### src/oms_regs.svh
// Register offsets, field positions, codes and timing constants
`ifndef OMS_REGS_SVH
`define OMS_REGS_SVH

`define OMS_ADDR_W        8
`define OMS_AO_W          16

// Register byte offsets
`define OMS_REG_MODE      8'h00
`define OMS_REG_REQ       8'h04
`define OMS_REG_STATUS    8'h08
`define OMS_REG_IRQ_STAT  8'h0C
`define OMS_REG_IRQ_CLR   8'h10
`define OMS_REG_IRQ_EN    8'h14
`define OMS_REG_AO        8'h18

// Request register bits (write-one pulses)
`define OMS_REQ_MODE_BIT  0
`define OMS_REQ_PHASE_BIT 1

// Interrupt event bits
`define OMS_IRQ_W         5
`define OMS_IRQ_MAINT     0
`define OMS_IRQ_PHASE2    1
`define OMS_IRQ_STEP_DONE 2
`define OMS_IRQ_DIAG      3
`define OMS_IRQ_SERIOUS   4

// Analog output codes in microamperes
`define OMS_AO_FULL       16'h4E20
`define OMS_AO_HALF       16'h2EE0
`define OMS_AO_ZERO       16'h0FA0
`define OMS_AO_FAULT      16'h0DAC

// Clock and time base
`define OMS_CLK_MHZ       250
`define OMS_TICK_US       1000
`define OMS_TICK_CYC      (`OMS_CLK_MHZ * `OMS_TICK_US)

// Times in milliseconds
`define OMS_T_HOLD_MS     2000
`define OMS_T_STEP_MS     1000
`define OMS_T_DIAG_MS     30000
`define OMS_T_P2_RUN_MS   28000
`define OMS_T_FAST_MS     500
`define OMS_T_SLOW_MS     100
`define OMS_T_MSLOW_MS    500
`define OMS_T_FLASH_MS    250

`endif

### src/oms_pkg.sv
// Types for the output mode and maintenance sequencer
package oms_pkg;

  typedef enum logic [1:0] {
    MODE_INIT    = 2'b00,
    MODE_MEAS    = 2'b01,
    MODE_STANDBY = 2'b10,
    MODE_MAINT   = 2'b11
  } oms_mode_t;

  typedef enum logic [3:0] {
    SEQ_IDLE   = 4'b0000,
    SEQ_P1_A   = 4'b0001,
    SEQ_P1_B   = 4'b0010,
    SEQ_P1_C   = 4'b0011,
    SEQ_P1_END = 4'b0100,
    SEQ_P2_A   = 4'b0101,
    SEQ_P2_B   = 4'b0110,
    SEQ_P2_C   = 4'b0111,
    SEQ_P2_END = 4'b1000
  } oms_seq_t;

  typedef struct packed {
    oms_mode_t   mode;
    oms_seq_t    seq;
    logic [19:0] tick_cnt;
    logic        tick;
    logic [15:0] hold_ms;
    logic        hold_wait;
    logic [15:0] step_ms;
    logic [15:0] maint_ms;
    logic        diag_started;
    logic [15:0] fast_ms;
    logic [15:0] slow_ms;
    logic [15:0] mslow_ms;
    logic [15:0] flash_ms;
    logic        fast_blk;
    logic        slow_blk;
    logic        mslow_blk;
    logic        flash_blk;
    logic        serious_d;
    logic [4:0]  irq_stat;
    logic [4:0]  irq_en;
    logic [2:0]  relay;
    logic        minor;
    logic        serious;
    logic        noise;
    logic        liq;
    logic [15:0] ao_a;
    logic [15:0] ao_b;
    logic        diag_start;
    logic        irq;
    logic [31:0] rdata;
  } oms_state_t;

endpackage

### src/oms_top.sv
// Output mode selection and timed maintenance check sequencer
// Summary of operation
// Mode plus highest-priority operating state selects outputs
// Init: relays, serious, noise off; minor fast
// Standby normal: minor slow blink, relays follow hold
// Noise protection: noise output on, noise relays
// Serious failure: relays off, 3.5 mA, serious on
// Maintenance: sequence drives all outputs
// Failure outputs active high; minor shared present
// Enter maintenance on 2 s hold or request
// Phase 1: minor slow blink, analog 20 mA
// Phase 1: serious on after 1 s
// Phase 1: relay on after another 1 s
// Accelerometer diagnosis starts 30 s after entry
// Diagnosis done: flash, serious off, 4 mA, liquefaction
// Phase 2 on hold/request: 12 mA, relay1 off
// Phase 2: serious on after 1 s
// Phase 2: relay 2 on after another 1 s
// Phase 2 end after 28 s: flash, 4 mA
// Hold counter restarts when input drops early
// Blink periods are parameters with documented defaults
//
// Local design decisions: the plain strobed port and the placing of the registers.
`include "oms_regs.svh"

module oms_top #(
  parameter int unsigned TICK_CYCLES   = `OMS_TICK_CYC,
  parameter int unsigned HOLD_MS       = `OMS_T_HOLD_MS,
  parameter int unsigned STEP_MS       = `OMS_T_STEP_MS,
  parameter int unsigned DIAG_MS       = `OMS_T_DIAG_MS,
  parameter int unsigned P2_RUN_MS     = `OMS_T_P2_RUN_MS,
  parameter int unsigned FAST_HALF_MS  = `OMS_T_FAST_MS,
  parameter int unsigned SLOW_HALF_MS  = `OMS_T_SLOW_MS,
  parameter int unsigned MSLOW_HALF_MS = `OMS_T_MSLOW_MS,
  parameter int unsigned FLASH_HALF_MS = `OMS_T_FLASH_MS
) (
  input  wire logic                   I_CLK_SYS,
  input  wire logic                   I_RST,
  input  wire logic [`OMS_ADDR_W-1:0] I_ADDR,
  input  wire logic [31:0]            I_WDATA,
  input  wire logic                   I_WR,
  input  wire logic                   I_RD,
  output logic      [31:0]            O_RDATA,
  input  wire logic                   I_DIAGNOSIS_INPUT,
  input  wire logic                   I_MINOR_FAIL,
  input  wire logic                   I_SERIOUS_FAIL,
  input  wire logic                   I_NOISE_ACTIVE,
  input  wire logic [2:0]             I_HOLD_RELAY,
  input  wire logic [2:0]             I_NOISE_RELAY,
  input  wire logic [`OMS_AO_W-1:0]   I_PV_A,
  input  wire logic [`OMS_AO_W-1:0]   I_PV_B,
  input  wire logic                   I_ACCEL_DIAG_DONE,
  output logic      [2:0]             O_RELAY,
  output logic                        O_MINOR_FAILURE_OUTPUT,
  output logic                        O_SERIOUS_FAILURE_OUTPUT,
  output logic                        O_NOISE_PROTECTION_OUTPUT,
  output logic                        O_LIQUEFACTION_OUTPUT,
  output logic      [`OMS_AO_W-1:0]   O_ANALOG_OUTPUT_A,
  output logic      [`OMS_AO_W-1:0]   O_ANALOG_OUTPUT_B,
  output logic                        O_ACCEL_DIAG_START,
  output logic                        O_IRQ
);
  import oms_pkg::*;

  oms_state_t r;
  oms_state_t next_r;

  // Advance a millisecond counter that wraps at the given length
  function automatic logic [15:0] ms_step(input logic [15:0] cnt,
                                          input int unsigned len,
                                          input logic tick);
    logic [15:0] res;
    res = cnt;
    if (tick) begin
      if (cnt >= 16'(len - 1)) begin
        res = 16'h0000;
      end else begin
        res = cnt + 16'h0001;
      end
    end
    return res;
  endfunction

  // True on the tick that completes the given length
  function automatic logic ms_hit(input logic [15:0] cnt,
                                  input int unsigned len,
                                  input logic tick);
    return tick && (cnt >= 16'(len - 1));
  endfunction

  // Register strobes decoded once; each is a single-cycle pulse
  logic       wr_mode;
  logic       wr_req;
  logic       wr_clr;
  logic       wr_en;
  logic       req_mode;
  logic       req_phase;
  logic       hold_evt;
  logic [4:0] evt;

  always_comb begin
    wr_mode   = I_WR && (I_ADDR == `OMS_REG_MODE);
    wr_req    = I_WR && (I_ADDR == `OMS_REG_REQ);
    wr_clr    = I_WR && (I_ADDR == `OMS_REG_IRQ_CLR);
    wr_en     = I_WR && (I_ADDR == `OMS_REG_IRQ_EN);
    req_mode  = wr_req && I_WDATA[`OMS_REQ_MODE_BIT];
    req_phase = wr_req && I_WDATA[`OMS_REQ_PHASE_BIT];
    hold_evt  = 1'b0;
    evt       = 5'h00;
    next_r    = r;

    // Millisecond time base
    // Every timer below advances only on this tick, so phase lengths
    // are counted in whole ticks and may end up to one tick early
    next_r.tick = 1'b0;
    if (r.tick_cnt >= 20'(TICK_CYCLES - 1)) begin
      next_r.tick_cnt = 20'h00000;
      next_r.tick     = 1'b1;
    end else begin
      next_r.tick_cnt = r.tick_cnt + 20'h00001;
    end

    // Blink generators, each toggling every half period
    next_r.fast_ms  = ms_step(r.fast_ms, FAST_HALF_MS, r.tick);
    next_r.slow_ms  = ms_step(r.slow_ms, SLOW_HALF_MS, r.tick);
    next_r.mslow_ms = ms_step(r.mslow_ms, MSLOW_HALF_MS, r.tick);
    next_r.flash_ms = ms_step(r.flash_ms, FLASH_HALF_MS, r.tick);
    if (ms_hit(r.fast_ms, FAST_HALF_MS, r.tick)) begin
      next_r.fast_blk = !r.fast_blk;
    end
    if (ms_hit(r.slow_ms, SLOW_HALF_MS, r.tick)) begin
      next_r.slow_blk = !r.slow_blk;
    end
    if (ms_hit(r.mslow_ms, MSLOW_HALF_MS, r.tick)) begin
      next_r.mslow_blk = !r.mslow_blk;
    end
    if (ms_hit(r.flash_ms, FLASH_HALF_MS, r.tick)) begin
      next_r.flash_blk = !r.flash_blk;
    end

    // Diagnosis input hold qualifier; one event per assertion
    // The count restarts on any low, so a bouncing contact never
    // qualifies on time gathered over several presses
    if (!I_DIAGNOSIS_INPUT) begin
      next_r.hold_ms   = 16'h0000;
      next_r.hold_wait = 1'b0;
    end else if (!r.hold_wait && r.tick) begin
      if (r.hold_ms >= 16'(HOLD_MS - 1)) begin
        hold_evt         = 1'b1;
        next_r.hold_wait = 1'b1;
        next_r.hold_ms   = 16'h0000;
      end else begin
        next_r.hold_ms = r.hold_ms + 16'h0001;
      end
    end

    // Software mode selection; maintenance is only entered by hold or request
    if (wr_mode && (r.mode != MODE_MAINT) &&
        (oms_mode_t'(I_WDATA[1:0]) != MODE_MAINT)) begin
      next_r.mode = oms_mode_t'(I_WDATA[1:0]);
    end

    next_r.diag_start = 1'b0;
    // Free-running step counter; the timed states SEQ_P1_A, SEQ_P1_B, SEQ_P1_C, SEQ_P2_A, SEQ_P2_B and SEQ_P2_C clear it on entry
    next_r.step_ms    = ms_step(r.step_ms, 16'hFFFF, r.tick);

    case (r.seq)
      SEQ_IDLE: begin
        if ((r.mode == MODE_MEAS) && (hold_evt || req_mode)) begin
          next_r.mode         = MODE_MAINT;
          next_r.seq          = SEQ_P1_A;
          next_r.step_ms      = 16'h0000;
          next_r.maint_ms     = 16'h0000;
          next_r.diag_started = 1'b0;
          evt[`OMS_IRQ_MAINT] = 1'b1;
        end
      end
      SEQ_P1_A: begin
        if (ms_hit(r.step_ms, STEP_MS, r.tick)) begin
          next_r.seq     = SEQ_P1_B;
          next_r.step_ms = 16'h0000;
        end
      end
      SEQ_P1_B: begin
        if (ms_hit(r.step_ms, STEP_MS, r.tick)) begin
          next_r.seq     = SEQ_P1_C;
          next_r.step_ms = 16'h0000;
        end
      end
      SEQ_P1_C: begin
        // A done pulse before the diagnosis was started is ignored
        if (r.diag_started && I_ACCEL_DIAG_DONE) begin
          next_r.seq              = SEQ_P1_END;
          evt[`OMS_IRQ_STEP_DONE] = 1'b1;
        end
      end
      SEQ_P1_END: begin
        if (hold_evt || req_phase) begin
          next_r.seq           = SEQ_P2_A;
          next_r.step_ms       = 16'h0000;
          evt[`OMS_IRQ_PHASE2] = 1'b1;
        end
      end
      SEQ_P2_A: begin
        if (ms_hit(r.step_ms, STEP_MS, r.tick)) begin
          next_r.seq     = SEQ_P2_B;
          next_r.step_ms = 16'h0000;
        end
      end
      SEQ_P2_B: begin
        if (ms_hit(r.step_ms, STEP_MS, r.tick)) begin
          next_r.seq     = SEQ_P2_C;
          next_r.step_ms = 16'h0000;
        end
      end
      SEQ_P2_C: begin
        if (ms_hit(r.step_ms, P2_RUN_MS, r.tick)) begin
          next_r.seq              = SEQ_P2_END;
          evt[`OMS_IRQ_STEP_DONE] = 1'b1;
        end
      end
      SEQ_P2_END: begin
        // Later phases are not built; a request ends maintenance here
        if (hold_evt || req_mode) begin
          next_r.seq  = SEQ_IDLE;
          next_r.mode = MODE_INIT;
        end
      end
      default: begin
        next_r.seq  = SEQ_IDLE;
        next_r.mode = MODE_INIT;
      end
    endcase

    // Accelerometer diagnosis start, timed from maintenance entry
    if ((r.mode == MODE_MAINT) && !r.diag_started && r.tick) begin
      if (r.maint_ms >= 16'(DIAG_MS - 1)) begin
        next_r.diag_start    = 1'b1;
        next_r.diag_started  = 1'b1;
        evt[`OMS_IRQ_DIAG]   = 1'b1;
      end else begin
        next_r.maint_ms = r.maint_ms + 16'h0001;
      end
    end

    next_r.serious_d = I_SERIOUS_FAIL;
    evt[`OMS_IRQ_SERIOUS] = I_SERIOUS_FAIL && !r.serious_d;

    // Output selection: later operating states override earlier ones
    // Outputs follow the state inputs one edge later; the priority is
    // serious over noise over minor over normal operation
    next_r.relay   = 3'b000;
    next_r.minor   = 1'b0;
    next_r.serious = 1'b0;
    next_r.noise   = 1'b0;
    next_r.liq     = 1'b0;
    next_r.ao_a    = `OMS_AO_ZERO;
    next_r.ao_b    = `OMS_AO_ZERO;
    case (r.mode)
      MODE_INIT: begin
        next_r.minor = r.fast_blk;
      end
      MODE_MEAS, MODE_STANDBY: begin
        next_r.relay = I_HOLD_RELAY;
        next_r.ao_a  = I_PV_A;
        next_r.ao_b  = I_PV_B;
        // Standby shows power presence by blinking the shared output
        next_r.minor = (r.mode == MODE_STANDBY) ? r.slow_blk : 1'b0;
        if (I_MINOR_FAIL) begin
          next_r.minor = 1'b1;
        end
        if (I_NOISE_ACTIVE) begin
          next_r.noise = 1'b1;
          next_r.relay = I_NOISE_RELAY;
        end
        if (I_SERIOUS_FAIL) begin
          next_r.relay   = 3'b000;
          next_r.ao_a    = `OMS_AO_FAULT;
          next_r.ao_b    = `OMS_AO_FAULT;
          next_r.serious = 1'b1;
          next_r.noise   = 1'b0;
          next_r.minor   = 1'b1;
        end
      end
      // Relay bit 0 is relay 1; phase 2 drives relay 2 only
      MODE_MAINT: begin
        case (r.seq)
          SEQ_P1_A, SEQ_P1_B, SEQ_P1_C: begin
            next_r.minor   = r.mslow_blk;
            next_r.ao_a    = `OMS_AO_FULL;
            next_r.ao_b    = `OMS_AO_FULL;
            next_r.serious = (r.seq != SEQ_P1_A);
            next_r.relay   = {2'b00, r.seq == SEQ_P1_C};
          end
          SEQ_P1_END: begin
            next_r.minor = r.flash_blk;
            next_r.liq   = r.mslow_blk;
            next_r.relay = 3'b001;
          end
          SEQ_P2_A, SEQ_P2_B, SEQ_P2_C: begin
            next_r.minor   = r.mslow_blk;
            next_r.ao_a    = `OMS_AO_HALF;
            next_r.ao_b    = `OMS_AO_HALF;
            next_r.serious = (r.seq != SEQ_P2_A);
            next_r.relay   = {1'b0, r.seq == SEQ_P2_C, 1'b0};
          end
          SEQ_P2_END: begin
            next_r.minor = r.flash_blk;
            next_r.relay = 3'b010;
          end
          default: begin
            next_r.minor = r.fast_blk;
          end
        endcase
      end
      default: begin
        next_r.minor = 1'b0;
      end
    endcase

    // Sticky events; a new event wins over a clear in the same cycle
    // The interrupt is taken from the next status so that it rises
    // in the same cycle as the status bit it reports
    if (wr_en) begin
      next_r.irq_en = I_WDATA[`OMS_IRQ_W-1:0];
    end
    next_r.irq_stat = r.irq_stat;
    if (wr_clr) begin
      next_r.irq_stat = r.irq_stat & ~I_WDATA[`OMS_IRQ_W-1:0];
    end
    next_r.irq_stat = next_r.irq_stat | evt;
    next_r.irq      = |(next_r.irq_stat & next_r.irq_en);

    // Read data stands only in the cycle after the strobe
    next_r.rdata = 32'h00000000;
    if (I_RD) begin
      case (I_ADDR)
        `OMS_REG_MODE:     next_r.rdata = {30'h00000000, r.mode};
        `OMS_REG_STATUS:   next_r.rdata = {16'h0000, r.ao_a == r.ao_b,
                                           r.diag_started, r.hold_wait,
                                           r.liq, r.noise, r.serious,
                                           r.minor, r.relay,
                                           r.seq, r.mode};
        `OMS_REG_IRQ_STAT: next_r.rdata = {27'h0000000, r.irq_stat};
        `OMS_REG_IRQ_EN:   next_r.rdata = {27'h0000000, r.irq_en};
        `OMS_REG_AO:       next_r.rdata = {r.ao_b, r.ao_a};
        default:           next_r.rdata = 32'h00000000;
      endcase
    end
  end

  always_ff @(posedge I_CLK_SYS or posedge I_RST) begin
    if (I_RST) begin
      // Analog outputs rest at live zero during reset, so the loop
      // never reads as a broken wire while the block restarts
      r      <= '0;
      r.ao_a <= `OMS_AO_ZERO;
      r.ao_b <= `OMS_AO_ZERO;
    end else begin
      r <= next_r;
    end
  end

  always_comb begin
    O_RDATA                   = r.rdata;
    O_RELAY                   = r.relay;
    O_MINOR_FAILURE_OUTPUT    = r.minor;
    O_SERIOUS_FAILURE_OUTPUT  = r.serious;
    O_NOISE_PROTECTION_OUTPUT = r.noise;
    O_LIQUEFACTION_OUTPUT     = r.liq;
    O_ANALOG_OUTPUT_A         = r.ao_a;
    O_ANALOG_OUTPUT_B         = r.ao_b;
    O_ACCEL_DIAG_START        = r.diag_start;
    O_IRQ                     = r.irq;
  end

endmodule

### config.mk
export PLATFORM = sky130hd
export DESIGN_NAME = oms_top
export DESIGN_NICKNAME = d
export VERILOG_FILES = /design/src/oms_pkg.sv /design/src/oms_top.sv
export VERILOG_INCLUDE_DIRS = /design/src /design/src/src
export SDC_FILE = /design/constraint.sdc
export NUM_CORES = 1
export LEC_CHECK = 0
export BUFFER_PORTS_ARGS = -buffer_cell sky130_fd_sc_hd__buf_2
export CORE_MARGIN = 4
export CORE_UTILIZATION = 50
export CTS_CLUSTER_DIAMETER = 40
export CTS_CLUSTER_SIZE = 10
export DETAILED_ROUTE_END_ITERATION = 16
export GPL_ROUTABILITY_DRIVEN = 0
export PLACE_DENSITY = 0.71
export SLEW_MARGIN = 15
export SYNTH_ARGS = -nofsm -noshare
export SYNTH_HDL_FRONTEND = slang
export SYNTH_SLANG_ARGS = --single-unit
### constraint.sdc
create_clock -name I_CLK_SYS -period 7.2 [get_ports I_CLK_SYS]
set_input_delay 0 -clock I_CLK_SYS [delete_from_list [all_inputs] [get_ports I_CLK_SYS]]
set_output_delay 0 -clock I_CLK_SYS [all_outputs]
set_load 0.01 [all_outputs]
==> flow_summary.toml <==
[run_status]
outcome = "finished clean"

[floorplan]
die_x_um = 158
fp.dieH_um = 158
initial_core_util_pct = 51.1
die-area_um2 = 24800
core_area_um2 = 21900
placementRows = 54
ios = 160

[timing]
rsz0062_at_grt = "false"
fmax_mhz = 365
fin_crit_ns = 2.74
drv_slew = 0
worst_pin_slew_ns = 1.17
layout_setup_ws_ns = 4.46
finalHoldViolations = 0
slew_headroom_pct = 21.9
setup_viol = 0
tns_ns = 0
clock_skew_ns = 0.0151
finalCritPeriodShare_pct = 38.0

[route]
vias = 8575
first_pass_iters = 5
routed_via_density = 5.46
drt_wl_total_um = 25600
drtIter0Drc = 624
post_drt_wl_per_cell_um = 16.3
drc = 0
ant_nets = 0

[setup_path]
cpMostUsedCell = "nand3b_1"
path_delay_family = "simple AND/OR/NAND/NOR gates"
cp.required_ns = 7.59
crit_path_cell_trace = "ha_1, nand3b_1, nand3b_1, and2_1, o21ai_0, o31ai_1"
critPathLaunchType = "flip-flop"
cpPeakStageDelay_ns = 0.71
regToRegSetupSlack_ns = 4.46
cp-end-kind = "flip-flop"
critPathLaunch = "r[227]"
timing.critical_path.fanout_max = 26
crit_type = "reg2reg"
r2r_start = "r[227]"
crit_cells = 6
endpoint = "r[158]"
path_buf_inv = 0
r2r_end = "r[158]"
cp_data_arrival_time_ns = 3.13
ff2ff_path_depth = 6
slowest_stage = "nand3b_1"

[clock_network]
htreeDepth = 1
postCtsSetupBuffers = 0
cts_tree = "done"
clock_latency_ns = 0.54
cts_root_buf = "clkbuf_16"
clk_pin_slew_ns = 0.06
cts_made_buffers = 31
cts_sinks = 229
ctsLongestPathBuffers = 3

[cells_and_area]
drive_gt1_share_pct = 17.5
diodes = 0
final_nets = 1368
final_cells = 1571
area_growth_pct = 18.3
design_area_um2 = 13200

[yosys]
async_flop_share_pct = 100
ys_warn_count = 0
synth-main-ff-cell = "dfrtp_1"
synthCells = 1134
yosys.area.top_type_share_pct = 48.6
synth.distinct_cells = 77
ys_ff_latch = 229
seq_area_frac_synth_pct = 51.4
ys_top_cells_by_count = "217 x dfrtp_1, 172 x nor2_1, 82 x nand2_1, 67 x buf_4"
yosys.cell_count.top_type = "dfrtp_1"
synth_edf_count = 0
synth.largest_area_cell = "dfrtp_1"
syn-mean-instance-area_um2 = 9.86
synth_area_leaders = "dfrtp_1 49%, nor2_1 5.8%, buf_4 4.5%"
synth_area_um2 = 11200

[flow_run]
maxCapViolations = 0

[placed_design]
preCtsSetupSlack_ns = 4.51
placed_cell_area_um2 = 11600
dp_cells = 1450
place_hpwl_um = 17300
io_buffer_count = 132

[grt]
antenna_found_initial = 0
grt_usage_pct = 20.3
grt_pass1_wl_um = 41800
overflow = 0
grt_max_degree = 114
grt_pass1_vias = 8437

[power]
ir_drop_uv = 133
leakage_nw = 6.29
p_per_area_nw_per_um2 = 256

[worst_hold_path]
hold_class = "in2reg"
[routing by layer]
| metal | up-vias | global-route usage (%) | wire [um] |
|---|---|---|---|
| li1 | 4138 | - | - |
| met1 | 4135 | 26.2 | 10800 |
| met2 | 250 | 35.3 | 12500 |
| met3 | 52 | 3.35 | 1620 |
| met4 | 0 | 6.35 | 671 |
| met5 | - | 0 | 0 |
[worst min-delay path by stage]
stage                               from  slack [ns]  depth (start not counted)               endpoint
final                          I_ADDR[4]        0.04                          3                  r[73]
after global placement         I_PV_A[5]        0.20                          3   O_ANALOG_OUTPUT_A[5]
after CTS                      I_ADDR[4]       0.006                          3                  r[73]
after global routing           I_ADDR[4]        0.04                          3                  r[73]
after detailed placement      I_PV_A[10]        0.20                          3  O_ANALOG_OUTPUT_A[10]
after floorplan           I_SERIOUS_FAIL        0.03                          0                  r[83]
[flip-flops by register name, summed over array words and instances (netlist names)]
register	flops
O_NOISE_PROTECTION_OUTPUT	1
r	156
O_MINOR_FAILURE_OUTPUT	1
O_ACCEL_DIAG_START	1
O_LIQUEFACTION_OUTPUT	1
O_RELAY	3
O_RDATA	32
O_IRQ	1
O_ANALOG_OUTPUT_B	16
O_SERIOUS_FAILURE_OUTPUT	1
O_ANALOG_OUTPUT_A	16
[cells in the final DEF (no fill, tap or decap), types with 6 or more instances in the layout]
| master | instances |
|---|---|
| a21oi_1 | 32 |
| dlygate4sd3_1 | 63 |
| a22oi_1 | 13 |
| buf_2 | 132 |
| nand4_1 | 26 |
| xor2_1 | 45 |
| or4_1 | 6 |
| clkbuf_16 | 31 |
| nand3_1 | 45 |
| and4_1 | 6 |
| nand2_1 | 82 |
| and2_1 | 37 |
| mux2i_1 | 13 |
| dfstp_2 | 12 |
| nor2b_1 | 12 |
| nor2_1 | 172 |
| nand2b_1 | 7 |
| nor2_2 | 10 |
| nor3_1 | 25 |
| nor4_1 | 13 |
| ha_1 | 15 |
| xnor2_1 | 38 |
| o31ai_1 | 10 |
| inv_1 | 21 |
| buf_4 | 7 |
| a31oi_1 | 18 |
| dfrtp_1 | 217 |
| clkbuf_1 | 13 |
| o21ai_0 | 43 |
| a21o_1 | 11 |
| and3_1 | 21 |
[final cells by class]
type                       count  area, um^2
timing repair buffer         202        1340
sequential                   229        5750
fill                        1797        8660
clock inverter                10         115
tap                          280         350
multi-input combinational    780        4700
inverter                      22        90.1
clock buffer                  48         880
[per-stage QoR]
| step | hold WS [ns] | power [W] | utilization [%] |
|---|---|---|---|
| after detailed placement | 0.203 | 0.00192 | 53.0 |
| after CTS | 0.00582 | 0.00341 | 60.4 |
| after floorplan | 0.0314 | 0.00181 | - |
| after global routing | 0.0366 | 0.00355 | 60.4 |
| final | 0.0434 | 0.00338 | 60.4 |
| after global placement | 0.195 | 0.00190 | 53.0 |
[timing repair]
| item | 4_1_cts | 5_1_grt |
|---|---|---|
| resized for setup | 0 | 0 |
| endpoints found under the hold margin | 169 | 0 |
| hold buffers | 63 | 0 |
[logic make-up (layout without fill, tap and decap cells)]
kind of cell,count (synthesis),in the layout,synth area share (%)
AND/OR/NAND/NOR,484,484,21.3
flip-flops,229,229,51.4
AO/OA/AOI/OAI,177,177,10.8
buffers and inverters,126,282,6.60
XOR/XNOR,83,83,6.50
multiplexers,19,19,1.77
adder cells (fa/ha/maj),15,15,1.68
other,1,2,0.0335
[worst min-delay path: cells and delay by family]
| kind | cells | cell delay (ns) |
|---|---|---|
| buf+inv | 1 | 0.14 |
| simple gates | 1 | 0.19 |
| mux | 1 | 0.22 |
[power by group]
| group | internal (W) | switching (W) | total, W |
|---|---|---|---|
| logic | 0.000181 | 0.000213 | 0.000394 |
| clock network | 0.000909 | 0.000550 | 0.00146 |
| registers | 0.00141 | 0.000126 | 0.00153 |
| total | 0.00250 | 0.000890 | 0.00338 |
No activity file was read; power rests on OpenSTA's default activity.
